`src/rtl/pp_pkg.sv`:
```
package pp_pkg;

    // register offsets inside the eight-byte window
    localparam logic [2:0] PP_OFF_DATA = 3'h0;
    localparam logic [2:0] PP_OFF_STATUS = 3'h1;
    localparam logic [2:0] PP_OFF_CONTROL = 3'h2;
    localparam logic [2:0] PP_OFF_ADDR_WIN = 3'h3;
    localparam logic [2:0] PP_OFF_DATA_WIN0 = 3'h4;

    // status field positions
    localparam int PP_ST_EXPIRED = 0;
    localparam int PP_ST_FAULT = 3;
    localparam int PP_ST_ONLINE = 4;
    localparam int PP_ST_MEDIA = 5;
    localparam int PP_ST_TAKEN = 6;
    localparam int PP_ST_READY = 7;

    // control field positions
    localparam int PP_CT_PRINT = 0;
    localparam int PP_CT_ADVANCE = 1;
    localparam int PP_CT_RESTART = 2;
    localparam int PP_CT_CHOOSE = 3;
    localparam int PP_CT_INT = 4;
    localparam int PP_CT_DIR = 5;
    localparam int PP_CTRL_W = 6;

    localparam logic [7:0] PP_BYTE_RESET = 8'h00;
    localparam logic [PP_CTRL_W-1:0] PP_CTRL_RESET = 6'h00;

    // watchdog: time in ns, clock period in ns, count derived
    localparam int PP_WDOG_TIME_NS = 10000;
    localparam int PP_CLK_PERIOD_NS = 4;
    localparam int PP_WDOG_CYCLES = (PP_WDOG_TIME_NS + PP_CLK_PERIOD_NS - 1) / PP_CLK_PERIOD_NS;

    typedef enum logic [1:0] {
        PP_MODE_PRINTER,
        PP_MODE_BIDIR,
        PP_MODE_ENHANCED
    } pp_mode_type;

    typedef enum logic [2:0] {
        PP_S_IDLE,
        PP_S_HOLDWAIT,
        PP_S_DRIVE,
        PP_S_STROBE,
        PP_S_FINISH
    } pp_state_type;

endpackage : pp_pkg

```
`src/rtl/pp_port.sv`:
```
`timescale 1ns/1ps
`default_nettype none
module pp_port #(
    parameter int WDOG_CYCLES = pp_pkg::PP_WDOG_CYCLES
) (
    input wire logic clk,
    input wire logic resetn,
    input wire pp_pkg::pp_mode_type mode_sel,
    input wire logic expiry_clear_sel,
    input wire logic io_req,
    input wire logic io_wr,
    input wire logic [2:0] io_addr,
    input wire logic [7:0] io_wdata,
    output logic io_wait,
    output logic io_done,
    output logic [7:0] io_rdata,
    input wire logic [7:0] port_lines_in,
    output logic [7:0] port_lines_out,
    output logic port_lines_oe,
    input wire logic fault_in_n,
    input wire logic online_in,
    input wire logic media_exhausted_in,
    input wire logic char_taken_n,
    input wire logic busy_in,
    output logic print_pulse_pin_n,
    output logic line_advance_pin_n,
    output logic printer_restart_n,
    output logic choose_printer_pin_n,
    output logic irq
);
    import pp_pkg::*;

    function automatic logic is_window(input logic [2:0] a);
        is_window = (a >= PP_OFF_ADDR_WIN);
    endfunction : is_window

    // the busy pin doubles as the peripheral's hold line in enhanced cycles
    logic periph_hold_n;
    assign periph_hold_n = busy_in;

    pp_state_type state_ff, nxt_state;
    logic [7:0] data_ff, nxt_data;
    logic [7:0] addr_win_ff, nxt_addr_win;
    logic [7:0] data_win_ff, nxt_data_win;
    logic [PP_CTRL_W-1:0] ctrl_ff, nxt_ctrl;
    logic expired_ff, nxt_expired;
    logic [7:0] cyc_byte_ff, nxt_cyc_byte;
    logic cyc_wr_ff, nxt_cyc_wr;
    logic cyc_addr_ff, nxt_cyc_addr;
    logic stat_rd_ff, nxt_stat_rd;
    logic taken_prev_ff, nxt_taken_prev;
    logic io_wait_ff, nxt_io_wait;
    logic io_done_ff, nxt_io_done;
    logic [7:0] io_rdata_ff, nxt_io_rdata;
    logic [7:0] lines_out_ff, nxt_lines_out;
    logic lines_oe_ff, nxt_lines_oe;
    logic print_pin_ff, nxt_print_pin;
    logic advance_pin_ff, nxt_advance_pin;
    logic restart_pin_ff, nxt_restart_pin;
    logic choose_pin_ff, nxt_choose_pin;
    logic irq_ff, nxt_irq;

    logic wdog_run;
    logic wdog_expired;
    logic in_bus;
    logic wr_dir;
    logic strobe_on;
    logic [7:0] status_now;

    assign wdog_run = (state_ff == PP_S_HOLDWAIT) || (state_ff == PP_S_DRIVE)
                      || (state_ff == PP_S_STROBE);

    pp_watchdog #(
        .LIMIT(WDOG_CYCLES)
    ) u_wdog (
        .clk(clk),
        .resetn(resetn),
        .run(wdog_run),
        .expired(wdog_expired)
    );

    always_comb begin
        status_now = 8'h00;
        status_now[PP_ST_EXPIRED] = expired_ff;
        status_now[PP_ST_FAULT] = fault_in_n;
        status_now[PP_ST_ONLINE] = online_in;
        status_now[PP_ST_MEDIA] = media_exhausted_in;
        status_now[PP_ST_TAKEN] = char_taken_n;
        status_now[PP_ST_READY] = ~busy_in;
    end

    always_comb begin
        nxt_state = state_ff;
        nxt_data = data_ff;
        nxt_addr_win = addr_win_ff;
        nxt_data_win = data_win_ff;
        nxt_ctrl = ctrl_ff;
        nxt_expired = expired_ff;
        nxt_cyc_byte = cyc_byte_ff;
        nxt_cyc_wr = cyc_wr_ff;
        nxt_cyc_addr = cyc_addr_ff;
        nxt_stat_rd = 1'b0;
        nxt_io_wait = io_wait_ff;
        nxt_io_done = 1'b0;
        nxt_io_rdata = io_rdata_ff;
        nxt_taken_prev = char_taken_n;
        // irq is a one-cycle request per rising edge of the acknowledge pin while the interrupt enable bit is set
        nxt_irq = ctrl_ff[PP_CT_INT] && char_taken_n && !taken_prev_ff;

        unique case (state_ff)
            PP_S_IDLE: begin
                if (io_req) begin
                    if (is_window(io_addr) && mode_sel == PP_MODE_ENHANCED) begin
                        // the written byte is latched for the whole cable cycle
                        nxt_cyc_byte = io_wdata;
                        // with the direction bit set a write degrades to a read
                        nxt_cyc_wr = io_wr && !ctrl_ff[PP_CT_DIR];
                        nxt_cyc_addr = (io_addr == PP_OFF_ADDR_WIN);
                        nxt_io_wait = 1'b1;
                        nxt_state = PP_S_HOLDWAIT;
                    end else begin
                        nxt_io_done = 1'b1;
                        nxt_io_rdata = 8'h00;
                        if (io_wr) begin
                            if (io_addr == PP_OFF_DATA) begin
                                nxt_data = io_wdata;
                            end else if (io_addr == PP_OFF_CONTROL) begin
                                nxt_ctrl = io_wdata[PP_CTRL_W-1:0];
                            end else if (io_addr == PP_OFF_STATUS && !expiry_clear_sel
                                         && io_wdata[PP_ST_EXPIRED]) begin
                                nxt_expired = 1'b0;
                            end
                        end else begin
                            unique case (io_addr)
                                PP_OFF_DATA: nxt_io_rdata = port_lines_in;
                                PP_OFF_STATUS: begin
                                    nxt_io_rdata = status_now;
                                    nxt_stat_rd = 1'b1;
                                end
                                PP_OFF_CONTROL: begin
                                    nxt_io_rdata = {2'b00, ctrl_ff};
                                end
                                // windows read zero outside enhanced mode
                                default: nxt_io_rdata = 8'h00;
                            endcase
                        end
                    end
                end
            end
            PP_S_HOLDWAIT: begin
                // no strobe or direction change until the peripheral holds
                if (!periph_hold_n) begin
                    nxt_state = PP_S_DRIVE;
                end
            end
            PP_S_DRIVE: begin
                // byte and direction settle one cycle ahead of the strobe
                nxt_state = PP_S_STROBE;
            end
            PP_S_STROBE: begin
                if (periph_hold_n) begin
                    nxt_state = PP_S_FINISH;
                end
            end
            PP_S_FINISH: begin
                // strobe pin is still low here, so the capture lands before it rises
                if (!cyc_wr_ff) begin
                    if (cyc_addr_ff) begin
                        nxt_addr_win = port_lines_in;
                    end else begin
                        nxt_data_win = port_lines_in;
                    end
                    nxt_io_rdata = port_lines_in;
                end else begin
                    if (cyc_addr_ff) begin
                        nxt_addr_win = cyc_byte_ff;
                    end else begin
                        nxt_data_win = cyc_byte_ff;
                    end
                end
                nxt_io_wait = 1'b0;
                nxt_io_done = 1'b1;
                nxt_state = PP_S_IDLE;
            end
        endcase

        // abort: strobe drops and the host gets a completion; a read returns whatever the lines carry
        if (wdog_expired && wdog_run) begin
            nxt_state = PP_S_FINISH;
        end

        if (stat_rd_ff && expiry_clear_sel) begin
            nxt_expired = 1'b0;
        end
        // a new expiry wins over any clear in the same cycle
        if (wdog_expired) begin
            nxt_expired = 1'b1;
        end
    end

    // pin drive group
    always_comb begin
        in_bus = (state_ff == PP_S_DRIVE) || (state_ff == PP_S_STROBE)
                 || (state_ff == PP_S_FINISH);
        wr_dir = cyc_wr_ff || ctrl_ff[PP_CT_PRINT];
        strobe_on = (state_ff == PP_S_STROBE);
        nxt_restart_pin = ctrl_ff[PP_CT_RESTART];
        if (in_bus) begin
            // the bus direction flag equals wr_dir; the print pin carries its inverse
            nxt_lines_oe = wr_dir;
            nxt_lines_out = cyc_byte_ff;
            nxt_print_pin = ~wr_dir;
            nxt_advance_pin = ~(strobe_on && !cyc_addr_ff);
            nxt_choose_pin = ~(strobe_on && cyc_addr_ff);
        end else begin
            nxt_lines_oe = (mode_sel == PP_MODE_PRINTER) || !ctrl_ff[PP_CT_DIR];
            nxt_lines_out = data_ff;
            nxt_print_pin = ~ctrl_ff[PP_CT_PRINT];
            nxt_advance_pin = ~ctrl_ff[PP_CT_ADVANCE];
            nxt_choose_pin = ~ctrl_ff[PP_CT_CHOOSE];
        end
    end

    always_ff @(posedge clk or negedge resetn) begin
        if (!resetn) begin
            state_ff <= PP_S_IDLE;
            data_ff <= PP_BYTE_RESET;
            addr_win_ff <= PP_BYTE_RESET;
            data_win_ff <= PP_BYTE_RESET;
            ctrl_ff <= PP_CTRL_RESET;
            expired_ff <= 1'b0;
            cyc_byte_ff <= PP_BYTE_RESET;
            cyc_wr_ff <= 1'b0;
            cyc_addr_ff <= 1'b0;
            stat_rd_ff <= 1'b0;
            taken_prev_ff <= 1'b1;
            io_wait_ff <= 1'b0;
            io_done_ff <= 1'b0;
            io_rdata_ff <= PP_BYTE_RESET;
            lines_out_ff <= PP_BYTE_RESET;
            lines_oe_ff <= 1'b0;
            print_pin_ff <= 1'b1;
            advance_pin_ff <= 1'b1;
            restart_pin_ff <= 1'b0;
            choose_pin_ff <= 1'b1;
            irq_ff <= 1'b0;
        end else begin
            state_ff <= nxt_state;
            data_ff <= nxt_data;
            addr_win_ff <= nxt_addr_win;
            data_win_ff <= nxt_data_win;
            ctrl_ff <= nxt_ctrl;
            expired_ff <= nxt_expired;
            cyc_byte_ff <= nxt_cyc_byte;
            cyc_wr_ff <= nxt_cyc_wr;
            cyc_addr_ff <= nxt_cyc_addr;
            stat_rd_ff <= nxt_stat_rd;
            taken_prev_ff <= nxt_taken_prev;
            io_wait_ff <= nxt_io_wait;
            io_done_ff <= nxt_io_done;
            io_rdata_ff <= nxt_io_rdata;
            lines_out_ff <= nxt_lines_out;
            lines_oe_ff <= nxt_lines_oe;
            print_pin_ff <= nxt_print_pin;
            advance_pin_ff <= nxt_advance_pin;
            restart_pin_ff <= nxt_restart_pin;
            choose_pin_ff <= nxt_choose_pin;
            irq_ff <= nxt_irq;
        end
    end

    assign io_wait = io_wait_ff;
    assign io_done = io_done_ff;
    assign io_rdata = io_rdata_ff;
    assign port_lines_out = lines_out_ff;
    assign port_lines_oe = lines_oe_ff;
    assign print_pulse_pin_n = print_pin_ff;
    assign line_advance_pin_n = advance_pin_ff;
    assign printer_restart_n = restart_pin_ff;
    assign choose_printer_pin_n = choose_pin_ff;
    assign irq = irq_ff;

    a_data_write_out: assert property (@(posedge clk) disable iff (!resetn)
        (state_ff == PP_S_IDLE && io_req && io_wr && io_addr == PP_OFF_DATA)
        ##1 (state_ff == PP_S_IDLE) |=> (port_lines_out == $past(io_wdata, 2)))
        else $error("data write not driven on lines");

    a_status_zero_bits: assert property (@(posedge clk) disable iff (!resetn)
        (state_ff == PP_S_IDLE && io_req && !io_wr && io_addr == PP_OFF_STATUS)
        |=> (io_done && io_rdata[2:1] == 2'b00))
        else $error("status bits 1-2 not zero");

    a_ctrl_read_high: assert property (@(posedge clk) disable iff (!resetn)
        (state_ff == PP_S_IDLE && io_req && !io_wr && io_addr == PP_OFF_CONTROL)
        |=> (io_rdata[7:6] == 2'b00))
        else $error("control bits 6-7 not zero");

    a_restart_pin_map: assert property (@(posedge clk) disable iff (!resetn)
        ##1 (printer_restart_n == $past(ctrl_ff[PP_CT_RESTART])))
        else $error("restart pin not following control bit");

    a_irq_gated: assert property (@(posedge clk) disable iff (!resetn)
        irq |-> ($past(ctrl_ff[PP_CT_INT]) && $rose($past(char_taken_n))))
        else $error("irq without enabled rising edge");

    a_printer_lines_out: assert property (@(posedge clk) disable iff (!resetn)
        (mode_sel == PP_MODE_PRINTER && state_ff == PP_S_IDLE) |=> port_lines_oe)
        else $error("printer mode lines not driven");

    a_wdog_sets_flag: assert property (@(posedge clk) disable iff (!resetn)
        (wdog_expired && wdog_run) |=> (expired_ff && state_ff == PP_S_FINISH)
        ##1 io_done)
        else $error("watchdog expiry not flagged or not answered");

    a_hold_no_strobe: assert property (@(posedge clk) disable iff (!resetn)
        (state_ff == PP_S_HOLDWAIT && $past(state_ff) == PP_S_HOLDWAIT)
        |-> (line_advance_pin_n == ~ctrl_ff[PP_CT_ADVANCE]
             && choose_printer_pin_n == ~ctrl_ff[PP_CT_CHOOSE]))
        else $error("strobe changed before hold asserted");

    a_force_write_dir: assert property (@(posedge clk) disable iff (!resetn)
        (state_ff == PP_S_STROBE && ctrl_ff[PP_CT_PRINT])
        |=> (port_lines_oe && !print_pulse_pin_n))
        else $error("print bit did not force write direction");

endmodule : pp_port
`default_nettype wire

```
`src/rtl/pp_watchdog.sv`:
```
`timescale 1ns/1ps
`default_nettype none
module pp_watchdog #(
    parameter int LIMIT = pp_pkg::PP_WDOG_CYCLES
) (
    input wire logic clk,
    input wire logic resetn,
    input wire logic run,
    output logic expired
);
    import pp_pkg::*;

    localparam int CW = $clog2(LIMIT + 1);
    localparam logic [CW-1:0] LAST = CW'(LIMIT - 1);

    if (LIMIT < 2) begin : g_chk
        $error("pp_watchdog: LIMIT must be at least 2");
    end

    logic [CW-1:0] count_ff;
    logic [CW-1:0] nxt_count;
    logic expired_ff;
    logic nxt_expired;

    // counter clears whenever the cycle ends, so each cycle gets the full window
    always_comb begin
        nxt_count = '0;
        nxt_expired = 1'b0;
        if (run) begin
            nxt_count = (count_ff == LAST) ? count_ff : count_ff + CW'(1);
            nxt_expired = (count_ff == LAST) && !expired_ff;
        end
    end

    always_ff @(posedge clk or negedge resetn) begin
        if (!resetn) begin
            count_ff <= '0;
            expired_ff <= 1'b0;
        end else begin
            count_ff <= nxt_count;
            expired_ff <= nxt_expired;
        end
    end

    assign expired = expired_ff;

endmodule : pp_watchdog
`default_nettype wire
```
`config.mk`:
```
export PLATFORM = sky130hd
export DESIGN_NAME = pp_port
export DESIGN_NICKNAME = d
export VERILOG_FILES = /design/src/rtl/pp_pkg.sv /design/src/rtl/pp_port.sv /design/src/rtl/pp_watchdog.sv
export SDC_FILE = /design/constraint.sdc
export NUM_CORES = 1
export LEC_CHECK = 0
export ABC_CLOCK_PERIOD_IN_PS = 2100
export BUFFER_PORTS_ARGS = -buffer_cell sky130_fd_sc_hd__buf_2
export CAP_MARGIN = 10
export CORE_MARGIN = 1
export CORE_UTILIZATION = 40
export CTS_CLUSTER_DIAMETER = 60
export DETAILED_ROUTE_END_ITERATION = 8
export GPL_TIMING_DRIVEN = 0
export PLACE_DENSITY = 0.7
export SLEW_MARGIN = 0
export SYNTH_ARGS = -nofsm -noshare
export SYNTH_HDL_FRONTEND = slang
export SYNTH_SLANG_ARGS = --single-unit
```
`constraint.sdc`:
```
create_clock -name clk -period 2.1 [get_ports clk]
set_clock_uncertainty 0.15 [all_clocks]
set_input_delay 0.525 -clock clk [delete_from_list [all_inputs] [get_ports clk]]
set_output_delay 0.525 -clock clk [all_outputs]
set_load 0.01 [all_outputs]
```
==> reports/results.ini, run 1 <==
[run_status]
status = completed

[synthesis]
async_flop_share = 1.00
synth_edf_count = 0
ys.flop_type = dfrtp_1
yosysUniqueCellTypes = 45
syn-cell-area_um2 = 2930
ys_seq_area_frac = 0.575
yosysWarnings = 0
ys_seq_elements = 67
synth.net_count = 266
syn_area_per_cell_um2 = 12.5
synthCells = 234

[setup_path]
arrival_ns = 2.13
crit_fanout = 8
critPathSlowestCell = or4b_4
worst_setup_path_start_kind = flip-flop
crit_chain = or4b_4 > buf_4 > o21ai_4 > mux2_2
crit_type = reg -> reg
required_ns = 2.17
slowest_delay_ns = 0.59
crit_path_end_kind = flip-flop

[sta]
fmax_mhz = 487
rsz0062_at_grt = yes
timing.final.crit_share = 0.979
worst_slew_pin_slew_ns = 0.839
relSlewSlack = 0.440
setup_viol = 0
finalHoldViolCount = 0
finalSetupTns_ns = 0
whs_ns = 0.125
period_minus_slack_ns = 2.06
maxSlewViolCount = 0

[detailed_routing]
drt_iter0_markers = 128
wl_per_cell_um = 14.8
vias = 2042
viasPerCell = 5.07
drc = 0
drt-pass1-iter-count = 4
ant_nets = 0
wirelength_um = 5950

[power_and_ir_drop]
leakagePower_nw = 1.75
power_mw = 4.73
vdd_drop_max_v = 0.000671
power_density_nw_per_um2 = 1290

[layout]
antennaDiodeCount = 0
final_area_um2 = 3660
final_util = 0.528
drive_gt1_frac = 0.440
n_fill_cell = 616
nets = 334
area_delta_synth_final_pct = 25.3
mostFrequentLayoutCells = dfrtp_1, buf_2, mux2_2
final_common_cell = dfrtp_1

[cts]
cts_buffer_depth = 2
cts_max_level = 3
cts_buffers = 9
clock_latency_ns = 0.34
cts_root_buf = clkbuf_8
cts.clk_slew.worst_paths_ns = 0.07
clock-sinks = 67
hold_buffers = 0
cts_tree = done

[floorplan]
fp.dieArea_um2 = 7660
die_x_um = 87.5
coreArea_um2 = 6940
start_util = 0.421
die_h_um = 87.5
io_pins = 55
rows = 30

[global_routing]
track_usage = 0.175
grt_pass1_vias = 2069
grt_max_degree = 68
grt_pass1_wl_um = 9960
antenna_found_initial = 0
gr-total-overflow = 0

[job]
cap_violations = 0

[place]
dp_hpwl_um = 3950
port_buffers = 54
place_congestion = 0.778
placed_cell_area_um2 = 3320

[worst_hold_path]
hold_class = in -> async

[report_power, final]
group / switching, mW / internal, mW
Sequential: 0.229 / 1.72
Combinational: 0.645 / 0.694
Clock: 0.501 / 0.943
[final timing paths]
path	from	endpoint	slack (ns)	cells after the start
setup / recovery	state_ff[2]	io_rdata[6]	0.04	4
hold / removal	resetn	u_wdog.count_ff[7]	0.13	1
setup reg to reg	state_ff[2]	io_rdata[6]	0.04	4
hold reg to reg	ctrl_ff[2]	printer_restart_n	0.29	0
max in group asynchronous	resetn	io_rdata[3]	1.11	1
min in group clk	char_taken_n	taken_prev_ff	0.15	1
[area by class of cell]
type	count	area (µm²)	share of cell area
plain buffers	9	42.5	0.0116
flip-flops and latches	67	1680	0.459
clock buffers	10	138	0.0376
inverters	3	11.3	0.00307
clock inverters	6	136	0.0372
well taps	96	120	0.0328
multi-input cells	153	1220	0.333
repair buffers	59	314	0.0857
[critical path, delay by kind of cell (launching register included)]
family	cells	cell delay [ns]
buf+inv	1	0.17
flops	1	0.39
simple gates	1	0.59
mux	1	0.37
compound gates	1	0.27
[sequential cells by signal, summed over array words and instances (netlist names), 3 cells and up]
name and count:
u_wdog.count_ff 12, cyc_byte_ff 8, data_ff 8, io_rdata 8, port_lines_out 8, ctrl_ff 6, state_ff 3
[synth_stat cells (2+ instances only)]
cell	n	share of area
nand2_1	11	0.014
buf_2	3	0.0051
o2bb2ai_1	4	0.012
dfstp_2	4	0.036
or3b_2	2	0.0060
a22oi_1	7	0.018
o21a_1	2	0.0051
or3_1	2	0.0043
nand4_1	4	0.0086
xor2_1	5	0.015
dfrtp_1	63	0.54
xnor2_1	4	0.012
o21ai_0	5	0.0086
nor2_1	18	0.023
a21oi_1	6	0.010
clkbuf_1	7	0.0090
a32o_1	4	0.014
inv_1	3	0.0038
nor2b_1	5	0.011
mux2_2	41	0.16
nand3b_1	2	0.0051
nor4b_1	2	0.0060
nor3_1	3	0.0051
nand3_1	6	0.010
[metal layers]
layer	vias to the layer above	part of all wire	track usage
li1	977	-	-
met1	1018	0.46	0.229
met2	39	0.48	0.275
met3	8	0.034	0.0341
met4	0	0.019	0.0984
met5	-	0	0
[timing repair]
action                     4_1_cts  5_1_grt
resized for setup               13        4
pin swaps                        3        4
setup endpoints to repair       40       40
buffers inserted                 4        1
[kinds of logic (layout without fill, tap and decap cells)]
logic type                 Yosys count  in the layout  share of synthesized area
xor gates and xnor gates             9              9                     0.0269
muxes                               42             42                      0.161
adders and majority gates            1              1                    0.00428
and+or+nand+nor                     64             64                      0.119
AOI/OAI and AO/OA                   37             37                     0.0915
buffers and inverters               14             87                     0.0218
DFF                                 67             67                      0.575
[stage by stage]
stage          std cells  worst slack [ns]
2_1_floorplan        234           0.00751
3_5_place_dp         384            -0.220
6_report             403            0.0447
5_1_grt              403           -0.0245
4_1_cts              404           -0.0359
3_3_place_gp         384            -0.205
No activity file was read; power rests on OpenSTA's default activity.
==> run 2: changes to the inputs <==
GPL_TIMING_DRIVEN = default   (was 0)
==> reports/results.ini, run 2 (same netlist as run 1, synthesis figures left out) <==
[layout]
instances_no_fill = 414  ; +2.7%
final_common_cell = dfrtp_1
antennaDiodeCount = 0  ; unchanged
drive_gt1_frac = 0.472  ; +0.0320
nets = 345  ; +3.3%
multi_input_area_um2 = 1200  ; -1.9%
top_register = u_wdog.count_ff
largest_reg_flops = 12  ; unchanged
mostFrequentLayoutCells = dfrtp_1, buf_2, mux2_2
n_fill_cell = 623  ; +1.1%
area_delta_synth_final_pct = 27.4
regArea_um2 = 1680  ; about the same

[detailed_routing]
vias = 2102  ; +2.9%
wl_per_cell_um = 14.6  ; -1.4%
drt_iter0_markers = 62  ; -52%
viasPerCell = 5.08  ; +0.20%
wirelength_um = 6030  ; +1.3%
ant_nets = 0  ; unchanged
drc = 0  ; unchanged
drt-pass1-iter-count = 4  ; unchanged

[cts]
cts_tree = done
clock-sinks = 67  ; unchanged
cts_max_level = 3  ; unchanged
clock_latency_ns = 0.34  ; about the same
cts_root_buf = clkbuf_8
cts.clk_slew.worst_paths_ns = 0.07  ; about the same
hold_buffers = 0  ; unchanged
cts_buffer_depth = 2  ; unchanged
cts_buffers = 9  ; unchanged

[setup_path]
worst_setup_path_start_kind = flip-flop
startpoint = state_ff[1]
crit_fanout = 6  ; -2
crit_path_end_kind = flip-flop
reg2reg_from = state_ff[1]
required_ns = 2.17  ; about the same
arrival_ns = 2.11  ; -0.02 ns
crit_type = reg -> reg

[sta]
finalHoldViolCount = 0  ; unchanged
fmax_mhz = 490  ; +0.74%
worst_slew_pin_slew_ns = 0.651  ; -0.189 ns
timing.final.crit_share = 0.971  ; -0.00720
finalSetupTns_ns = 0  ; unchanged
rsz0062_at_grt = yes
maxSlewViolCount = 0  ; unchanged
relSlewSlack = 0.566  ; +0.126
whs_ns = 0.0338  ; -0.0915 ns
period_minus_slack_ns = 2.04  ; -0.0151 ns
setup_viol = 0  ; unchanged
worst_slack_ns = 0.0599  ; +0.0151 ns

[global_routing]
grt_max_degree = 68  ; unchanged
gr-total-overflow = 0  ; unchanged
grt_pass1_vias = 2179  ; +5.3%
grt_pass1_wl_um = 10100  ; +1.6%
antenna_found_initial = 0  ; unchanged
track_usage = 0.175  ; about the same

[floorplan]
die_x_um = 87.5  ; unchanged
io_pins = 55  ; unchanged
die_h_um = 87.5  ; unchanged
start_util = 0.421  ; unchanged
fp.dieArea_um2 = 7660  ; unchanged
coreArea_um2 = 6940  ; unchanged
rows = 30  ; unchanged

[power_and_ir_drop]
p_sw_frac = 0.291  ; about the same
power_frac_comb = 0.298  ; +0.015
p_switching_mw = 1.35  ; -2.0%
seq_power_share = 0.424  ; +0.013
power_mw = 4.64  ; -1.9%
power_density_nw_per_um2 = 1240  ; -3.6%
p_clk_frac = 0.278  ; -0.028
power.internal_mw = 3.29  ; -1.9%
vdd_drop_max_v = 0.000535  ; -20%
leakagePower_nw = 1.81  ; +3.2%

[run_status]
status = completed

[place]
port_buffers = 54  ; unchanged
place_congestion = 0.790  ; +1.5%
place_inst = 397  ; +3.4%
pre_cts_ws_ns = -0.201  ; +0.0191 ns
dp_hpwl_um = 4400  ; +11%

[job]
cap_violations = 0  ; unchanged

[worst_hold_path]
hold_class = in -> async

run 2: cell count changes in the layout (fill, tap and decap cells not counted), sizes merged:
cell / delta
clkinvlp: -1
buf: +18
clkbuf: -5
bufinv: -1
run 2: final timing paths:
path	endpoint	slack, ns	cells after the start
max in group asynchronous	taken_prev_ff	1.42	2
worst max-delay path	ctrl_ff[0]	0.06	4
min in group clk	taken_prev_ff	0.16	1
worst min register to register	printer_restart_n	0.31	0
worst max register to register	ctrl_ff[0]	0.06	4
worst min-delay path	u_wdog.count_ff[8]	0.03	2
run 2: per-layer routing:
layer / global-route usage / vias up / part of all wire
li1: - / 1002 / -
met1: 0.219 / 1041 / 0.45
met2: 0.286 / 52 / 0.49
met3: 0.0559 / 7 / 0.041
met4: 0.0656 / 0 / 0.014
met5: 0 / - / 0
run 2: cell type report:
class | count | area share
Clock buffer | 12 | 0.0390
Clock inverter | 4 | 0.0265
Inverter | 3 | 0.00302
Multi-Input combinational cell | 153 | 0.321
Sequential cell | 67 | 0.452
Tap cell | 96 | 0.0322
Timing Repair Buffer | 79 | 0.126
run 2: what timing repair did:
action	in CTS	in global routing
pin swaps	0	1
gates resized for setup	3	4
buffers inserted	0	1
endpoints found under the setup margin	30	16
endpoints found under the hold margin	0	0
run 2: worst max-delay path: stages (launching register included):
cell	delay [ns]
dfrtp_2	0.43
or4b_4	0.58
nor3b_4	0.29
nand2_2	0.16
mux2_2	0.31
run 2: power groups by stage:
stage	combinational (mW)	sequential [mW]	clock [mW]
2_1_floorplan	0.822	1.99	0
3_3_place_gp	1.32	1.98	0
3_5_place_dp	1.37	2.00	0
4_1_cts	1.38	1.98	1.33
5_1_grt	1.52	2.02	1.38
6_report	1.38	1.97	1.29
run 2: metrics by stage:
step / cell area [µm²] / util
CTS: 3710 / 0.534
finish: 3730 / 0.537
detailed placement: 3460 / 0.498
floorplan: 2930 / -
global placement: 3460 / 0.498
global route: 3730 / 0.537
==> run 3: changes to the inputs <==
RECOVER_POWER = 100   (was default)
==> reports/results.ini, run 3 (same netlist as run 1, synthesis figures left out) <==
[place]
port_buffers = 54  ; unchanged
dp_hpwl_um = 4400  ; unchanged
place_congestion = 0.790  ; unchanged

[setup_path]
ff2ff_setup_slack_ns = 0.06  ; about the same
critPathSlowestCell = or4b_4
rr_worst_depth = 4  ; unchanged
required_ns = 2.17  ; about the same
slowest_delay_ns = 0.58  ; about the same
reg2reg_from = state_ff[1]
crit_type = reg -> reg
r2r_end = ctrl_ff[0]
arrival_ns = 2.11  ; about the same
crit_path_end_kind = flip-flop
crit_fanout = 6  ; unchanged
crit_chain = or4b_4 > nor3b_4 > nand2_2 > mux2_2
worst_setup_path_start_kind = flip-flop

[sta]
setup_viol = 0  ; unchanged
period_minus_slack_ns = 2.04  ; -0.00108 ns
maxSlewViolCount = 0  ; unchanged
worst_slew_pin_slew_ns = 1.47  ; +0.814 ns
relSlewSlack = 0.0233  ; -0.543
fmax_mhz = 490  ; about the same
rsz0062_at_grt = yes
finalHoldViolCount = 0  ; unchanged
timing.final.crit_share = 0.971  ; about the same
whs_ns = 0.158  ; +0.125 ns

[layout]
largest_reg_flops = 12  ; unchanged
final_common_cell = dfrtp_1
top_register = u_wdog.count_ff
final_util = 0.534  ; -0.00234
mostFrequentLayoutCells = dfrtp_1, buf_2, mux2_2
antennaDiodeCount = 0  ; unchanged
nets = 345  ; unchanged
drive_gt1_frac = 0.469  ; -0.00314
area_delta_synth_final_pct = 26.8

[worst_hold_path]
hold_class = in -> reg
hold_depth = 1
hold_end = taken_prev_ff
worstHoldStart = char_taken_n

[cts]
clock-sinks = 67  ; unchanged
clock_latency_ns = 0.34  ; about the same
cts_buffers = 9  ; unchanged
cts_tree = done
cts_max_level = 3  ; unchanged
cts_buffer_depth = 2  ; unchanged
cts_root_buf = clkbuf_8
cts.clk_slew.worst_paths_ns = 0.07  ; about the same

[floorplan]
die_h_um = 87.5  ; unchanged
coreArea_um2 = 6940  ; unchanged
io_pins = 55  ; unchanged
rows = 30  ; unchanged
die_x_um = 87.5  ; unchanged
fp.dieArea_um2 = 7660  ; unchanged
start_util = 0.421  ; unchanged

[global_routing]
antenna_found_initial = 0  ; unchanged
track_usage = 0.175  ; unchanged
grt_max_degree = 68  ; unchanged
grt_pass1_vias = 2179  ; unchanged
grt_pass1_wl_um = 10100  ; unchanged
gr-total-overflow = 0  ; unchanged

[run_status]
status = completed

[power_and_ir_drop]
p_switching_mw = 1.34  ; -0.49%
power_density_nw_per_um2 = 1250  ; +0.21%
p_sw_frac = 0.290  ; -0.000777
p_clk_frac = 0.278  ; about the same
seq_power_share = 0.425  ; about the same
power.internal_mw = 3.29  ; -0.11%
leakagePower_nw = 1.80  ; -0.45%
vdd_drop_max_v = 0.000535  ; about the same
power_frac_comb = 0.297  ; about the same

[detailed_routing]
ant_nets = 0  ; unchanged
drt-pass1-iter-count = 4  ; unchanged
wirelength_um = 6010  ; -0.30%
drt_iter0_markers = 61  ; -1.6%
viasPerCell = 5.09  ; +0.19%
drc = 0  ; unchanged
wl_per_cell_um = 14.5  ; -0.30%
vias = 2106  ; +0.19%

[job]
cap_violations = 0  ; unchanged

## run 3: metrics by stage
| step | TNS (ns) | area (µm²) | setup slack, ns | power, mW | cells |
|---|---|---|---|---|---|
| finish | 0 | 3710 | 0.0609 | 4.63 | 414 |
| CTS | 0 | 3710 | 0.00275 | 4.68 | 413 |
| floorplan | 0 | 2930 | 0.00751 | 2.82 | 234 |
| detailed placement | -4.36 | 3460 | -0.201 | 3.36 | 397 |
| global route | -0.0763 | 3710 | -0.0295 | 4.91 | 414 |
| global placement | -3.38 | 3460 | -0.154 | 3.30 | 397 |
## run 3: layer usage
metal	share of wire	track usage	vias up
met2	0.49	0.286	52
met1	0.44	0.219	1043
met5	0	0	-
li1	-	-	1001
met3	0.047	0.0559	10
met4	0.015	0.0656	0
## run 3: worst max-delay path by stage
stage | startpoint | to | slack, ns
after global routing | state_ff[1] | ctrl_ff[3] | -0.03
final | state_ff[1] | ctrl_ff[0] | 0.06
after floorplan | state_ff[0] | ctrl_ff[0] | 0.008
after detailed placement | io_req | ctrl_ff[0] | -0.20
after global placement | io_req | ctrl_ff[1] | -0.15
after CTS | state_ff[1] | data_ff[7] | 0.003
## run 3: power groups by stage
stage / logic (mW) / clock network (mW) / registers (mW)
6_report: 1.38 / 1.28 / 1.97
5_1_grt: 1.52 / 1.38 / 2.02
4_1_cts: 1.38 / 1.33 / 1.98
3_5_place_dp: 1.37 / 0 / 2.00
3_3_place_gp: 1.32 / 0 / 1.98
2_1_floorplan: 0.822 / 0 / 1.99
## run 3: timing repair
action	4_1_cts	5_1_grt
endpoints found under the setup margin	30	16
setup buffers	0	1
pin swaps	0	1
hold buffers	0	0
resized for setup	3	4
## run 3: area by class of cell
type                    instances  area [µm²]
clock buffers                  12         145
clock inverters                 4        98.8
fillers                       624        3230
inverters                       3        11.3
multi-input cells             153        1200
flip-flops and latches         67        1680
well taps                      96         120
repair buffers                 79         454
## run 3: worst max-delay path, delay by kind of cell, from the launching register on
kind	cells	cell delay (ns)
flops	1	0.43
simple gates	3	1.03
mux	1	0.30
